**config.mk**
```make
export PLATFORM = sky130hd
export DESIGN_NAME = filter_serial_config_registers
export DESIGN_NICKNAME = d
export VERILOG_FILES = /design/src/core/filter_cfg_pkg.sv /design/src/core/ctl_link_if.sv /design/src/core/serial_word_shifter.sv /design/src/core/config_decode.sv /design/src/core/filter_serial_config_registers.sv
export SDC_FILE = /design/constraint.sdc
export NUM_CORES = 1
export LEC_CHECK = 0
export CORE_UTILIZATION = 32
export DETAILED_ROUTE_END_ITERATION = 6
export DONT_BUFFER_PORTS = 1
export PLACE_DENSITY_LB_ADDON = 0.05
export SKIP_CTS_REPAIR_TIMING = 1
export SLEW_MARGIN = 40
export SYNTH_ARGS = -nofsm -noshare
export SYNTH_HDL_FRONTEND = slang
export SYNTH_SLANG_ARGS = --single-unit
```
**constraint.sdc**
```tcl
create_clock -name clk -period 1.6 [get_ports clk]
set_input_delay 0.16 -clock clk [delete_from_list [all_inputs] [get_ports clk]]
set_output_delay 0.16 -clock clk [all_outputs]
set_load 0.03 [all_outputs]
```
**src/core/filter_cfg_pkg.sv**
```systemverilog
// constants, types and helpers shared by the serial configuration block
package filter_cfg_pkg;

	// ---------------------------------------------------------------
	// control word layout
	// ---------------------------------------------------------------
	localparam int         WORD_BITS  = 16;   // bits per control word
	localparam int         ADDR_HI    = 10;   // register select, high bit
	localparam int         ADDR_LO    = 9;    // register select, low bit
	localparam int         LOAD_BIT   = 8;    // apply bit of gain words
	localparam int         CODE_HI    = 7;    // top bit of a gain code

	// register select codes
	typedef enum logic [1:0] {
		SEL_LEFT  = 2'b00,                    // left gain word
		SEL_RIGHT = 2'b01,                    // right gain word
		SEL_FUNC  = 2'b10,                    // function word
		SEL_FMT   = 2'b11                     // format word
	} reg_sel_t;

	// ---------------------------------------------------------------
	// field positions
	// ---------------------------------------------------------------
	localparam int FN_SILENCE_OFF = 0;        // soft mute off when set
	localparam int FN_EMPHASIS    = 1;        // de-emphasis on
	localparam int FN_HALVED      = 2;        // four-times oversampling
	localparam int FN_IN_LO       = 3;        // input code, two bits
	localparam int FN_OUT_LO      = 5;        // output length, two bits
	localparam int FMT_I2S        = 0;        // frame format bit
	localparam int FMT_POLARITY   = 1;        // frame side polarity
	localparam int FMT_SHARED     = 2;        // shared gain select
	localparam int FMT_ROLLOFF    = 3;        // slow roll-off select
	localparam int FMT_CLK_HALF   = 5;        // clock out divided by two
	localparam int FMT_RATE_LO    = 6;        // de-emphasis rate, two bits

	// ---------------------------------------------------------------
	// reset values
	// ---------------------------------------------------------------
	localparam logic [15:0] LEFT_RST  = 16'h00FF;  // 0 dB, no apply
	localparam logic [15:0] RIGHT_RST = 16'h02FF;  // 0 dB, no apply
	localparam logic [15:0] FUNC_RST  = 16'h0400;  // soft mute on
	localparam logic [15:0] FMT_RST   = 16'h0600;  // all options clear
	localparam logic        STROBE_RST = 1'b1;     // strobe seen idle high

	// ---------------------------------------------------------------
	// codes and word lengths
	// ---------------------------------------------------------------
	localparam logic [7:0] CODE_FULL_SCALE = 8'hFF;  // 0 dB
	localparam logic [7:0] CODE_SILENT     = 8'h00;  // channel muted
	localparam logic [1:0] RATE_RESERVED   = 2'h1;   // unused rate code
	localparam logic [4:0] BITS_NONE = 5'h00;        // reserved format
	localparam logic [4:0] BITS_16   = 5'h10;
	localparam logic [4:0] BITS_18   = 5'h12;
	localparam logic [4:0] BITS_20   = 5'h14;
	localparam logic [4:0] BITS_24   = 5'h18;

	// attenuation in half-dB steps below full scale for a gain code
	function automatic logic [7:0] atten_half_db(input logic [7:0] code);
		return CODE_FULL_SCALE - code;
	endfunction

endpackage

```
**src/core/ctl_link_if.sv**
```systemverilog
// internal link between the shifter, the decoder and the register core
`timescale 1ns/1ns
`default_nettype none
interface ctl_link_if;
	logic [15:0] word;          // last committed control word
	logic        commit;        // one-cycle pulse, word is new
	logic [7:0]  fn_bits;       // low byte of the function word
	logic [7:0]  fmt_bits;      // low byte of the format word
	logic [4:0]  in_bits;       // decoded input word length
	logic [4:0]  out_bits;      // decoded output word length
	logic        in_left_just;  // input is left-justified
	logic        in_reserved;   // input code is reserved
	logic        rate_reserved; // de-emphasis rate code is reserved
	logic        left_on_high;  // left channel on frame clock high

	modport shifter (output word, commit);
	modport decoder (input fn_bits, fmt_bits,
		output in_bits, out_bits, in_left_just, in_reserved,
		rate_reserved, left_on_high);
	modport core (input word, commit, in_bits, out_bits, in_left_just,
		in_reserved, rate_reserved, left_on_high,
		output fn_bits, fmt_bits);
endinterface
`default_nettype wire

```
**src/core/serial_word_shifter.sv**
```systemverilog
// three-wire serial port receiver: shifts words in, commits on strobe
`timescale 1ns/1ns
`default_nettype none
module serial_word_shifter
	import filter_cfg_pkg::*;
(
	input  wire logic          clk,
	input  wire logic          resetn,
	input  wire logic          strobe,
	input  wire logic          sclk,
	input  wire logic          sdata,
	ctl_link_if.shifter        link
);
	// ---------------------------------------------------------------
	// state
	// ---------------------------------------------------------------
	typedef struct packed {
		logic                 sclk_q;   // previous shift clock level
		logic                 strobe_q; // previous strobe level
		logic [WORD_BITS-1:0] shift;    // bits gathered so far
		logic [WORD_BITS-1:0] word;     // committed word
		logic                 commit;   // commit pulse
	} shift_state_t;

	shift_state_t r;
	shift_state_t next_r;

	// shift on clock rise while strobe low, commit on strobe rise
	always_comb begin
		next_r          = r;
		next_r.commit   = 1'b0;
		next_r.sclk_q   = sclk;
		next_r.strobe_q = strobe;
		if (sclk && !r.sclk_q && !strobe) begin
			next_r.shift = {r.shift[WORD_BITS-2:0], sdata};
		end
		if (strobe && !r.strobe_q) begin
			next_r.commit = 1'b1;
			next_r.word   = r.shift;
		end
	end

	// register the state
	always_ff @(posedge clk or negedge resetn) begin
		if (!resetn) begin
			r          <= '0;
			r.strobe_q <= STROBE_RST;
		end else begin
			r <= next_r;
		end
	end

	assign link.word   = r.word;
	assign link.commit = r.commit;
endmodule // serial_word_shifter
`default_nettype wire

```
**src/core/config_decode.sv**
```systemverilog
// decodes format fields into word lengths and flags
`timescale 1ns/1ns
`default_nettype none
module config_decode
	import filter_cfg_pkg::*;
(
	ctl_link_if.decoder link
);
	// input format from frame-format bit and input code
	always_comb begin
		link.in_left_just = 1'b0;
		link.in_reserved  = 1'b0;
		unique case ({link.fmt_bits[FMT_I2S],
			link.fn_bits[FN_IN_LO+1:FN_IN_LO]})
			3'b000: link.in_bits = BITS_16;
			3'b001: link.in_bits = BITS_20;
			3'b010: link.in_bits = BITS_24;
			3'b011: begin
				link.in_bits      = BITS_24;
				link.in_left_just = 1'b1;
			end
			3'b100: link.in_bits = BITS_16;
			3'b101: link.in_bits = BITS_24;
			3'b110, 3'b111: begin
				link.in_bits     = BITS_NONE;
				link.in_reserved = 1'b1;
			end
		endcase
	end

	// output word length, always MSB first
	always_comb begin
		unique case (link.fn_bits[FN_OUT_LO+1:FN_OUT_LO])
			2'b00: link.out_bits = BITS_16;
			2'b01: link.out_bits = BITS_18;
			2'b10: link.out_bits = BITS_20;
			2'b11: link.out_bits = BITS_24;
		endcase
	end

	// frame polarity and rate code checks
	assign link.left_on_high  = !link.fmt_bits[FMT_POLARITY];
	assign link.rate_reserved =
		link.fmt_bits[FMT_RATE_LO+1:FMT_RATE_LO] == RATE_RESERVED;
endmodule // config_decode
`default_nettype wire

```
**src/core/filter_serial_config_registers.sv**
```systemverilog
// software-mode configuration registers of the interpolation filter
//
// What this block does
// - mode pin high enables serial register control
// - sixteen-bit words arrive MSB first
// - bits B10:B9 choose one of four registers
// - gain words: apply bit B8, code B7:B0
// - sharing on: left code feeds both channels
// - sharing off: each channel uses own code
// - attenuation is half dB per step, 00 mutes
// - left apply sets both channel levels
// - left write without apply keeps level
// - right apply sets both channel levels
// - right write without apply keeps level
// - soft mute bit: 0 on, 1 off
// - de-emphasis bit: 0 off, 1 on
// - oversampling bit: 0 eight-times, 1 four-times
// - frame bit plus code choose input format
// - output codes 00,01,10 give 16,18,20 bits
// - format word bit positions fixed
// - output code 11 gives 24 bits
// - polarity bit: 0 left on high
// - rate code: 44.1, reserved, 48, 32 kHz
`timescale 1ns/1ns
`default_nettype none
module filter_serial_config_registers
	import filter_cfg_pkg::*;
(
	input  wire logic       clk,                   // system clock
	input  wire logic       resetn,                // async reset, low
	input  wire logic       mode_pin,              // high: software mode
	input  wire logic       latch_strobe_pin,      // word latch strobe
	input  wire logic       serial_shift_clock_pin,// bit clock
	input  wire logic       serial_input_pin,      // serial data
	output var  logic [7:0] left_applied_code,     // left level in use
	output var  logic [7:0] right_applied_code,    // right level in use
	output var  logic [7:0] left_atten_half_db,    // left attenuation
	output var  logic [7:0] right_atten_half_db,   // right attenuation
	output var  logic       left_full_mute,        // left code is 00
	output var  logic       right_full_mute,       // right code is 00
	output var  logic       soft_silence_off,      // soft mute released
	output var  logic       emphasis_undo_on,      // de-emphasis on
	output var  logic       halved_oversample_sel, // four-times mode
	output var  logic [1:0] input_format_code,     // raw input code
	output var  logic       frame_format_i2s,      // frame format bit
	output var  logic [4:0] input_word_bits,       // input word length
	output var  logic       input_left_justified,  // left-justified
	output var  logic       input_format_reserved, // illegal input code
	output var  logic [1:0] output_length_code,    // raw output code
	output var  logic [4:0] output_word_bits,      // output word length
	output var  logic       frame_side_polarity,   // raw polarity bit
	output var  logic       left_on_frame_high,    // left on clock high
	output var  logic       shared_gain_select,    // shared gain on
	output var  logic       slow_rolloff_sel,      // slow roll-off
	output var  logic       clock_out_half,        // clock out halved
	output var  logic [1:0] emphasis_rate_code,    // raw rate code
	output var  logic       emphasis_rate_reserved // illegal rate code
);
	// ---------------------------------------------------------------
	// state
	// ---------------------------------------------------------------
	typedef struct packed {
		logic [15:0] left_gain_reg;   // last left gain word
		logic [15:0] right_gain_reg;  // last right gain word
		logic [15:0] function_reg;    // function word
		logic [15:0] format_reg;      // format word
		logic [7:0]  left_level;      // applied left code
		logic [7:0]  right_level;     // applied right code
		logic [7:0]  left_atten;      // left attenuation, half dB
		logic [7:0]  right_atten;     // right attenuation, half dB
		logic        left_mute;       // left fully muted
		logic        right_mute;      // right fully muted
		logic [4:0]  in_bits;         // input word length
		logic [4:0]  out_bits;        // output word length
		logic        in_left_just;    // input left-justified
		logic        in_reserved;     // input code reserved
		logic        rate_reserved;   // rate code reserved
		logic        left_on_high;    // left on frame clock high
	} core_state_t;

	core_state_t r;                   // registered state
	core_state_t next_r;              // next state

	// ---------------------------------------------------------------
	// serial port and field decode
	// ---------------------------------------------------------------
	ctl_link_if link ();

	// gathers bits and raises a commit pulse per word
	serial_word_shifter serial_word_shifter_i (
		.clk    (clk),
		.resetn (resetn),
		.strobe (latch_strobe_pin),
		.sclk   (serial_shift_clock_pin),
		.sdata  (serial_input_pin),
		.link   (link)
	);

	// turns stored fields into word lengths and flags
	config_decode config_decode_i (
		.link (link)
	);

	// decoder looks at the stored low bytes only
	assign link.fn_bits  = r.function_reg[7:0];
	assign link.fmt_bits = r.format_reg[7:0];

	// ---------------------------------------------------------------
	// write decode
	// ---------------------------------------------------------------
	logic        wr_any;     // accepted word this cycle
	logic        wr_left;    // left gain word accepted
	logic        wr_right;   // right gain word accepted
	logic        wr_load;    // apply bit of the accepted word
	logic        shared;     // shared gain currently selected
	logic [7:0]  wr_code;    // gain code of the accepted word

	// words only count in software mode
	assign wr_any   = mode_pin && link.commit;
	assign wr_left  = wr_any &&
		link.word[ADDR_HI:ADDR_LO] == SEL_LEFT;
	assign wr_right = wr_any &&
		link.word[ADDR_HI:ADDR_LO] == SEL_RIGHT;
	assign wr_load  = link.word[LOAD_BIT];
	assign wr_code  = link.word[CODE_HI:0];
	assign shared   = r.format_reg[FMT_SHARED];

	// ---------------------------------------------------------------
	// next state
	// ---------------------------------------------------------------
	// the reserved bits are kept as written but steer nothing
	always_comb begin
		next_r = r;
		// register writes, one word per commit
		if (wr_any) begin
			unique case (reg_sel_t'(link.word[ADDR_HI:ADDR_LO]))
				SEL_LEFT: begin
					next_r.left_gain_reg = link.word;
					// apply: left from new code, right from choice
					if (wr_load) begin
						next_r.left_level  = wr_code;
						next_r.right_level = shared ?
							wr_code : r.right_gain_reg[CODE_HI:0];
					end
					// no apply: code stored, level held
				end
				SEL_RIGHT: begin
					next_r.right_gain_reg = link.word;
					// apply: right from choice, left from stored
					if (wr_load) begin
						next_r.right_level = shared ?
							r.left_gain_reg[CODE_HI:0] : wr_code;
						next_r.left_level  =
							r.left_gain_reg[CODE_HI:0];
					end
					// no apply: code stored, level held
				end
				SEL_FUNC: begin
					next_r.function_reg = link.word;
				end
				SEL_FMT: begin
					next_r.format_reg = link.word;
				end
			endcase
		end
		// attenuation and hard mute follow the applied codes
		next_r.left_atten    = atten_half_db(r.left_level);
		next_r.right_atten   = atten_half_db(r.right_level);
		next_r.left_mute     = r.left_level == CODE_SILENT;
		next_r.right_mute    = r.right_level == CODE_SILENT;
		// decoded formats are held in flops for clean outputs
		next_r.in_bits       = link.in_bits;
		next_r.out_bits      = link.out_bits;
		next_r.in_left_just  = link.in_left_just;
		next_r.in_reserved   = link.in_reserved;
		next_r.rate_reserved = link.rate_reserved;
		next_r.left_on_high  = link.left_on_high;
	end

	// ---------------------------------------------------------------
	// state register
	// ---------------------------------------------------------------
	// registers keep their words until the next write
	always_ff @(posedge clk or negedge resetn) begin
		if (!resetn) begin
			r                <= '0;
			r.left_gain_reg  <= LEFT_RST;
			r.right_gain_reg <= RIGHT_RST;
			r.function_reg   <= FUNC_RST;
			r.format_reg     <= FMT_RST;
			r.left_level     <= CODE_FULL_SCALE;
			r.right_level    <= CODE_FULL_SCALE;
			r.in_bits        <= BITS_16;
			r.out_bits       <= BITS_16;
			r.left_on_high   <= 1'b1;
		end else begin
			r <= next_r;
		end
	end

	// ---------------------------------------------------------------
	// outputs, all straight from flops
	// ---------------------------------------------------------------
	assign left_applied_code      = r.left_level;
	assign right_applied_code     = r.right_level;
	assign left_atten_half_db     = r.left_atten;
	assign right_atten_half_db    = r.right_atten;
	assign left_full_mute         = r.left_mute;
	assign right_full_mute        = r.right_mute;
	assign soft_silence_off       = r.function_reg[FN_SILENCE_OFF];
	assign emphasis_undo_on       = r.function_reg[FN_EMPHASIS];
	assign halved_oversample_sel  = r.function_reg[FN_HALVED];
	assign input_format_code      =
		r.function_reg[FN_IN_LO+1:FN_IN_LO];
	assign frame_format_i2s       = r.format_reg[FMT_I2S];
	assign input_word_bits        = r.in_bits;
	assign input_left_justified   = r.in_left_just;
	assign input_format_reserved  = r.in_reserved;
	assign output_length_code     =
		r.function_reg[FN_OUT_LO+1:FN_OUT_LO];
	assign output_word_bits       = r.out_bits;
	assign frame_side_polarity    = r.format_reg[FMT_POLARITY];
	assign left_on_frame_high     = r.left_on_high;
	assign shared_gain_select     = r.format_reg[FMT_SHARED];
	assign slow_rolloff_sel       = r.format_reg[FMT_ROLLOFF];
	assign clock_out_half         = r.format_reg[FMT_CLK_HALF];
	assign emphasis_rate_code     =
		r.format_reg[FMT_RATE_LO+1:FMT_RATE_LO];
	assign emphasis_rate_reserved = r.rate_reserved;
endmodule // filter_serial_config_registers
`default_nettype wire

```
# After elaboration in Yosys (flattened, before gate mapping)
# Index checks and enable logic that the tools add are counted.
[word_totals]
regBits = 104
out_inout_bits = 62
[classes]
add_sub_neg = 2
n_eq_ne = 16
mux = 10
n_reduce_logical = 22
[ops]
columns = ["operator", "n"]
rows = [
  ["$pmux W5 S4", 2],
  ["$mux W16", 2],
  ["$pmux W16 S2", 1],
  ["$logic_not A8 Y1", 2],
  ["$mux W8", 2],
  ["$sub A8 B8 Y8 const A", 2],
  ["$eq A3 B3 Y1 const B", 4],
  ["$eq A2 B2 Y1 const B", 4],
  ["$reduce_and A2 Y1", 4],
  ["$eq A2 B1 Y1 const B", 3],
  ["$eq A3 B2 Y1 const B", 2],
  ["$logic_and A1 B1 Y1", 4],
  ["$logic_not A1 Y1", 4],
  ["$logic_not A2 Y1", 2],
  ["$ne A2 B1 Y1 const B", 2],
  ["$reduce_and A4 Y1", 1],
  ["$reduce_or A2 Y1", 2],
  ["$eq A3 B1 Y1 const B", 1],
  ["$logic_not A3 Y1", 1],
  ["$mux W1", 3],
  ["$reduce_or A3 Y1", 1],
  ["$reduce_bool A2 Y1", 1],
]

# Longest topological paths before layout
[depth]
ltp_word = 3
mapped_depth = 6
mapped_depth_nobuf = 3

# Modules after synthesis
# Synthesis repeated with hierarchy kept, for this count alone.
[unflattened]
cells_unflattened = 353
area_unflattened_um2 = 4875.9
[modules_own_cells]
columns = ["module", "n_inst", "cells_per_inst", "area_per_inst_um2", "seq_area_each_um2"]
rows = [
  ["filter_serial_config_registers", 1, 248, 3350.7, 2045.7],
  ["serial_word_shifter", 1, 88, 1421.4, 877.1],
  ["config_decode", 1, 17, 103.8, 0.0],
]

# Least setup slack after synthesis
# No wires, ideal clock.
[synth_path]
path_kind = "reg-to-reg"
from = "register r, in the netlist shared_gain_select"
to = "register r, in the netlist right_applied_code[7]"
setup_ns = 0.091
t_arrival_ns = 1.350
required_time_ns = 1.509
path_slack_ns = 0.160
stages_incl_launch_ff = 5
path_buffers = 2
synth_period_minus_slack_ns = 1.440
cell_sequence = "dfrtp_1 -> clkbuf_1 -> buf_4 -> a211oi_1 -> o31ai_1"
[synth_via]
elab_chain_cells = 3
elab_cells_between_ends = 5
classes_between = "mux (5)"
[synth_lines]
columns = ["element", "line_no", "rtl"]
rows = [
  ["from (decl)", "filter_serial_config_registers.sv:81", "core_state_t r;"],
  ["from (signal assigned)", "filter_serial_config_registers.sv:197", "r <= next_r;"],
  ["$mux W8, on equally long branches", "filter_serial_config_registers.sv:151, filter_serial_config_registers.sv:142", ""],
  ["$mux W16, on equally long branches", "filter_serial_config_registers.sv:150, filter_serial_config_registers.sv:140", ""],
  ["$pmux W16 S2 (*)", "filter_serial_config_registers.sv:136", "unique case (reg_sel_t'(link.word[ADDR_HI:ADDR_LO]))"],
]
# Every way passes the cells marked *; elsewhere a longest branch is shown, timed or not. The select of a mux whose other input is x is not followed.
# A chain may end at the register's enable or synchronous reset.

# Final worst setup path
[layout_path]
from = "register serial_word_shifter_i.r, in the netlist serial_word_shifter_i.link.word[10]"
to = "register r, in the netlist shared_gain_select"
[layout_via]
elab_chain_cells = 2
[layout_lines]
columns = ["element", "line_no", "rtl"]
rows = [
  ["from (decl)", "serial_word_shifter.sv:25", "shift_state_t r;"],
  ["from (signal assigned)", "serial_word_shifter.sv:49", "r <= next_r;"],
  ["$eq A2 B2 Y1", "filter_serial_config_registers.sv:136", ""],
  ["$reduce_and A2 Y1 (no line)", "-", ""],
]
# No other way between the ends.

==> results_dict.tcl <==
set metrics [dict create \
    clock-sinks 99 \
    row_count 41 \
    fill_cells 1273 \
    coreArea_sq_mm 0.0128 \
    yosys.area_share.simple 0.0781 \
    muxShareOfSynthArea 0.158 \
    final_common_cell "dfrtp_1" \
    cts.reportedPaths.clkPinSlew_ps 70 \
    finClkSkew_ps 8.12 \
    fp.dieW_microns 117 \
    rrSetupSlack_ps 150 \
    critPathSlowestCell "dfrtp_1" \
    synth_top_family_by_area "multiplexers" \
    syn_area_per_cell_sq_um 12.9 \
    maxSlewViolCount 0 \
    final_hold_viol_count 99 \
    start_util 0.332 \
    clock_path_buffers 2 \
    routabilityCongestion 0.669 \
    violations "negative hold slack" \
    dr_total_vias 2097 \
    critPathCaptureType "flop" \
    viasPerCell 4.50 \
    timing.setup.tns_ps 0 \
    rsz0062_at_grt "no" \
    hold_class "in -> async" \
    layout.nets 295 \
    antenna_cells 0 \
    grt_use_total 0.130 \
    grt_max_degree 100 \
    cpPeakStageDelay_ps 490 \
    drt_iter0_drc 77 \
    cts_max_level 3 \
    max_cap_violations 0 \
    cts_tree "done" \
    period_share 0.904 \
    synth_xor_area_frac 0 \
    fmax_mhz 691 \
    wl_per_cell_microns 17.7 \
    ys_seq_elements 99 \
    critPathMaxFanout 7 \
    io_pins 68 \
    grt_pass1_wl_microns 13200 \
    ir_drop_mv 0.563 \
    yosys_warnings 0 \
    final_cell_mix "64 x dfrtp_1, 52 x mux2_2, 35 x dfstp_2, 19 x nand2_1, 19 x nor2b_1" \
    portBuffers 0 \
    cp.required_ps 1830 \
    netlist_area_sq_mm 0.00426 \
    numCtsBuffers 9 \
    fin_crit_ps 1450 \
    antenna_found_initial 0 \
    worst_hold_slack_ps -496 \
    wl_microns 8230 \
    clkLatencyLatePin_ps 350 \
    path_cells "nand4_1, mux2_2" \
    seq_area_frac_synth 0.591 \
    drtAntennaViolNets 0 \
    die_h_microns 117 \
    powerDensity_mw_per_mm2 1440 \
    hpwl_microns 5080 \
    setup_violations 0 \
    status "finished with violations" \
    ys_types 27 \
    synth-compound-area-share 0.0517 \
    worstPathArrival_ps 1680 \
    critPathLaunchType "flop" \
    first_pass_iters 3 \
    grt_pass1_vias 2203 \
    route.detailed.drc 0 \
    grt.overflow.total 0 \
    power.leakage_uw 0.00182 \
    critPathKind "reg -> reg" \
    yosys.area_share.adder 0 \
    die-area_sq_mm 0.0138 \
    syn_inst 330 \
    syn_to_final_growth_pct 4.61 \
    drive_gt1_frac 0.374 \
    clk_root_buffer_cell "clkbuf_16" \
]
[worst max-delay path: cells and delay by family (launching register included)]
family           cells  cell delay (ps)
and+or+nand+nor      1              420
muxes                1              410
DFF                  1              490
[cell usage after synthesis]
| cell | number | area share |
|---|---|---|
| nand4_1 | 5 | 0.0073 |
| o21ai_0 | 8 | 0.0094 |
| nand2_1 | 19 | 0.017 |
| nor2b_2 | 1 | 0.0021 |
| mux2_2 | 52 | 0.14 |
| clkbuf_2 | 2 | 0.0023 |
| nor3_4 | 1 | 0.0038 |
| inv_1 | 18 | 0.016 |
| nand4b_1 | 2 | 0.0041 |
| and2_1 | 1 | 0.0015 |
| clkbuf_1 | 6 | 0.0053 |
| dfstp_2 | 35 | 0.22 |
| conb_1 | 2 | 0.0018 |
| and2b_1 | 1 | 0.0018 |
| dfrtp_1 | 64 | 0.38 |
| nor2_1 | 2 | 0.0018 |
| buf_4 | 49 | 0.086 |
| a211oi_1 | 16 | 0.028 |
| buf_2 | 3 | 0.0035 |
| o31ai_1 | 8 | 0.014 |
| nor3b_1 | 2 | 0.0035 |
| nand2b_1 | 1 | 0.0015 |
| nor2b_1 | 19 | 0.028 |
| nand3_4 | 1 | 0.0041 |
| buf_6 | 2 | 0.0053 |
| mux2i_1 | 9 | 0.021 |
| and3b_1 | 1 | 0.0021 |
[worst paths after layout]
| path | startpoint | to | cells past startpoint |
|---|---|---|---|
| worst max register to register | serial_word_shifter_i.link.word[10] | shared_gain_select | 2 |
| worst min-delay path | resetn | right_atten_half_db[3] | 0 |
| max in group asynchronous | resetn | right_applied_code[4] | 0 |
| worst min register to register | serial_word_shifter_i.r[27] | serial_word_shifter_i.link.word[10] | 1 |
| min in group clk | mode_pin | r[84] | 2 |
| worst max-delay path | serial_word_shifter_i.link.word[10] | shared_gain_select | 2 |
[layer usage]
metal | vias to the layer above | part of all wire | global-route usage
met2 | 59 | 0.47 | 0.200
li1 | 982 | - | -
met5 | - | 0 | 0
met3 | 13 | 0.056 | 0.0418
met1 | 1043 | 0.45 | 0.161
met4 | 0 | 0.023 | 0.0706
[stage by stage]
step	worst slack (ps)	power (uW)	area (sq um)	utilization	std cells
3_5_place_dp	115	4290	4120	0.321	447
6_report	153	6420	4460	0.348	466
2_1_floorplan	160	3970	4270	-	332
4_1_cts	102	6570	4430	0.345	463
5_1_grt	7.24	6780	4460	0.348	466
3_3_place_gp	171	4280	4120	0.321	447
[power breakdown]
group	leakage, uW	total (uW)	switching [uW]	internal [uW]
sequential	0.00114	3540	598	2940
combinational	0.000535	655	246	409
clock	0.000145	2220	929	1300
[registers in the layout (all words and copies together) (netlist names), 2 cells and up]
| register | flops |
|---|---|
| input_format_code | 2 |
| output_length_code | 2 |
| input_word_bits | 3 |
| emphasis_rate_code | 2 |
| left_atten_half_db | 8 |
| right_applied_code | 8 |
| serial_word_shifter_i.link.word | 11 |
| r | 16 |
| serial_word_shifter_i.r | 13 |
| output_word_bits | 3 |
| right_atten_half_db | 8 |
| left_applied_code | 8 |
[kinds of logic after synthesis]
kind of cell	after synthesis
other	2
flip-flops	99
AO/OA/AOI/OAI	32
AND/OR/NAND/NOR	56
multiplexers	61
buffers and inverters	80
[cell type report]
class / count / area, sq um / area share
timing repair buffer: 8 / 105 / 0.0236
sequential: 99 / 2520 / 0.565
multi-input combinational: 153 / 1240 / 0.279
inverter: 18 / 67.6 / 0.0152
clock buffer: 12 / 256 / 0.0575
tap: 172 / 215 / 0.0483
clock inverter: 4 / 50.0 / 0.0112
(Power assumes the default switching activity.)
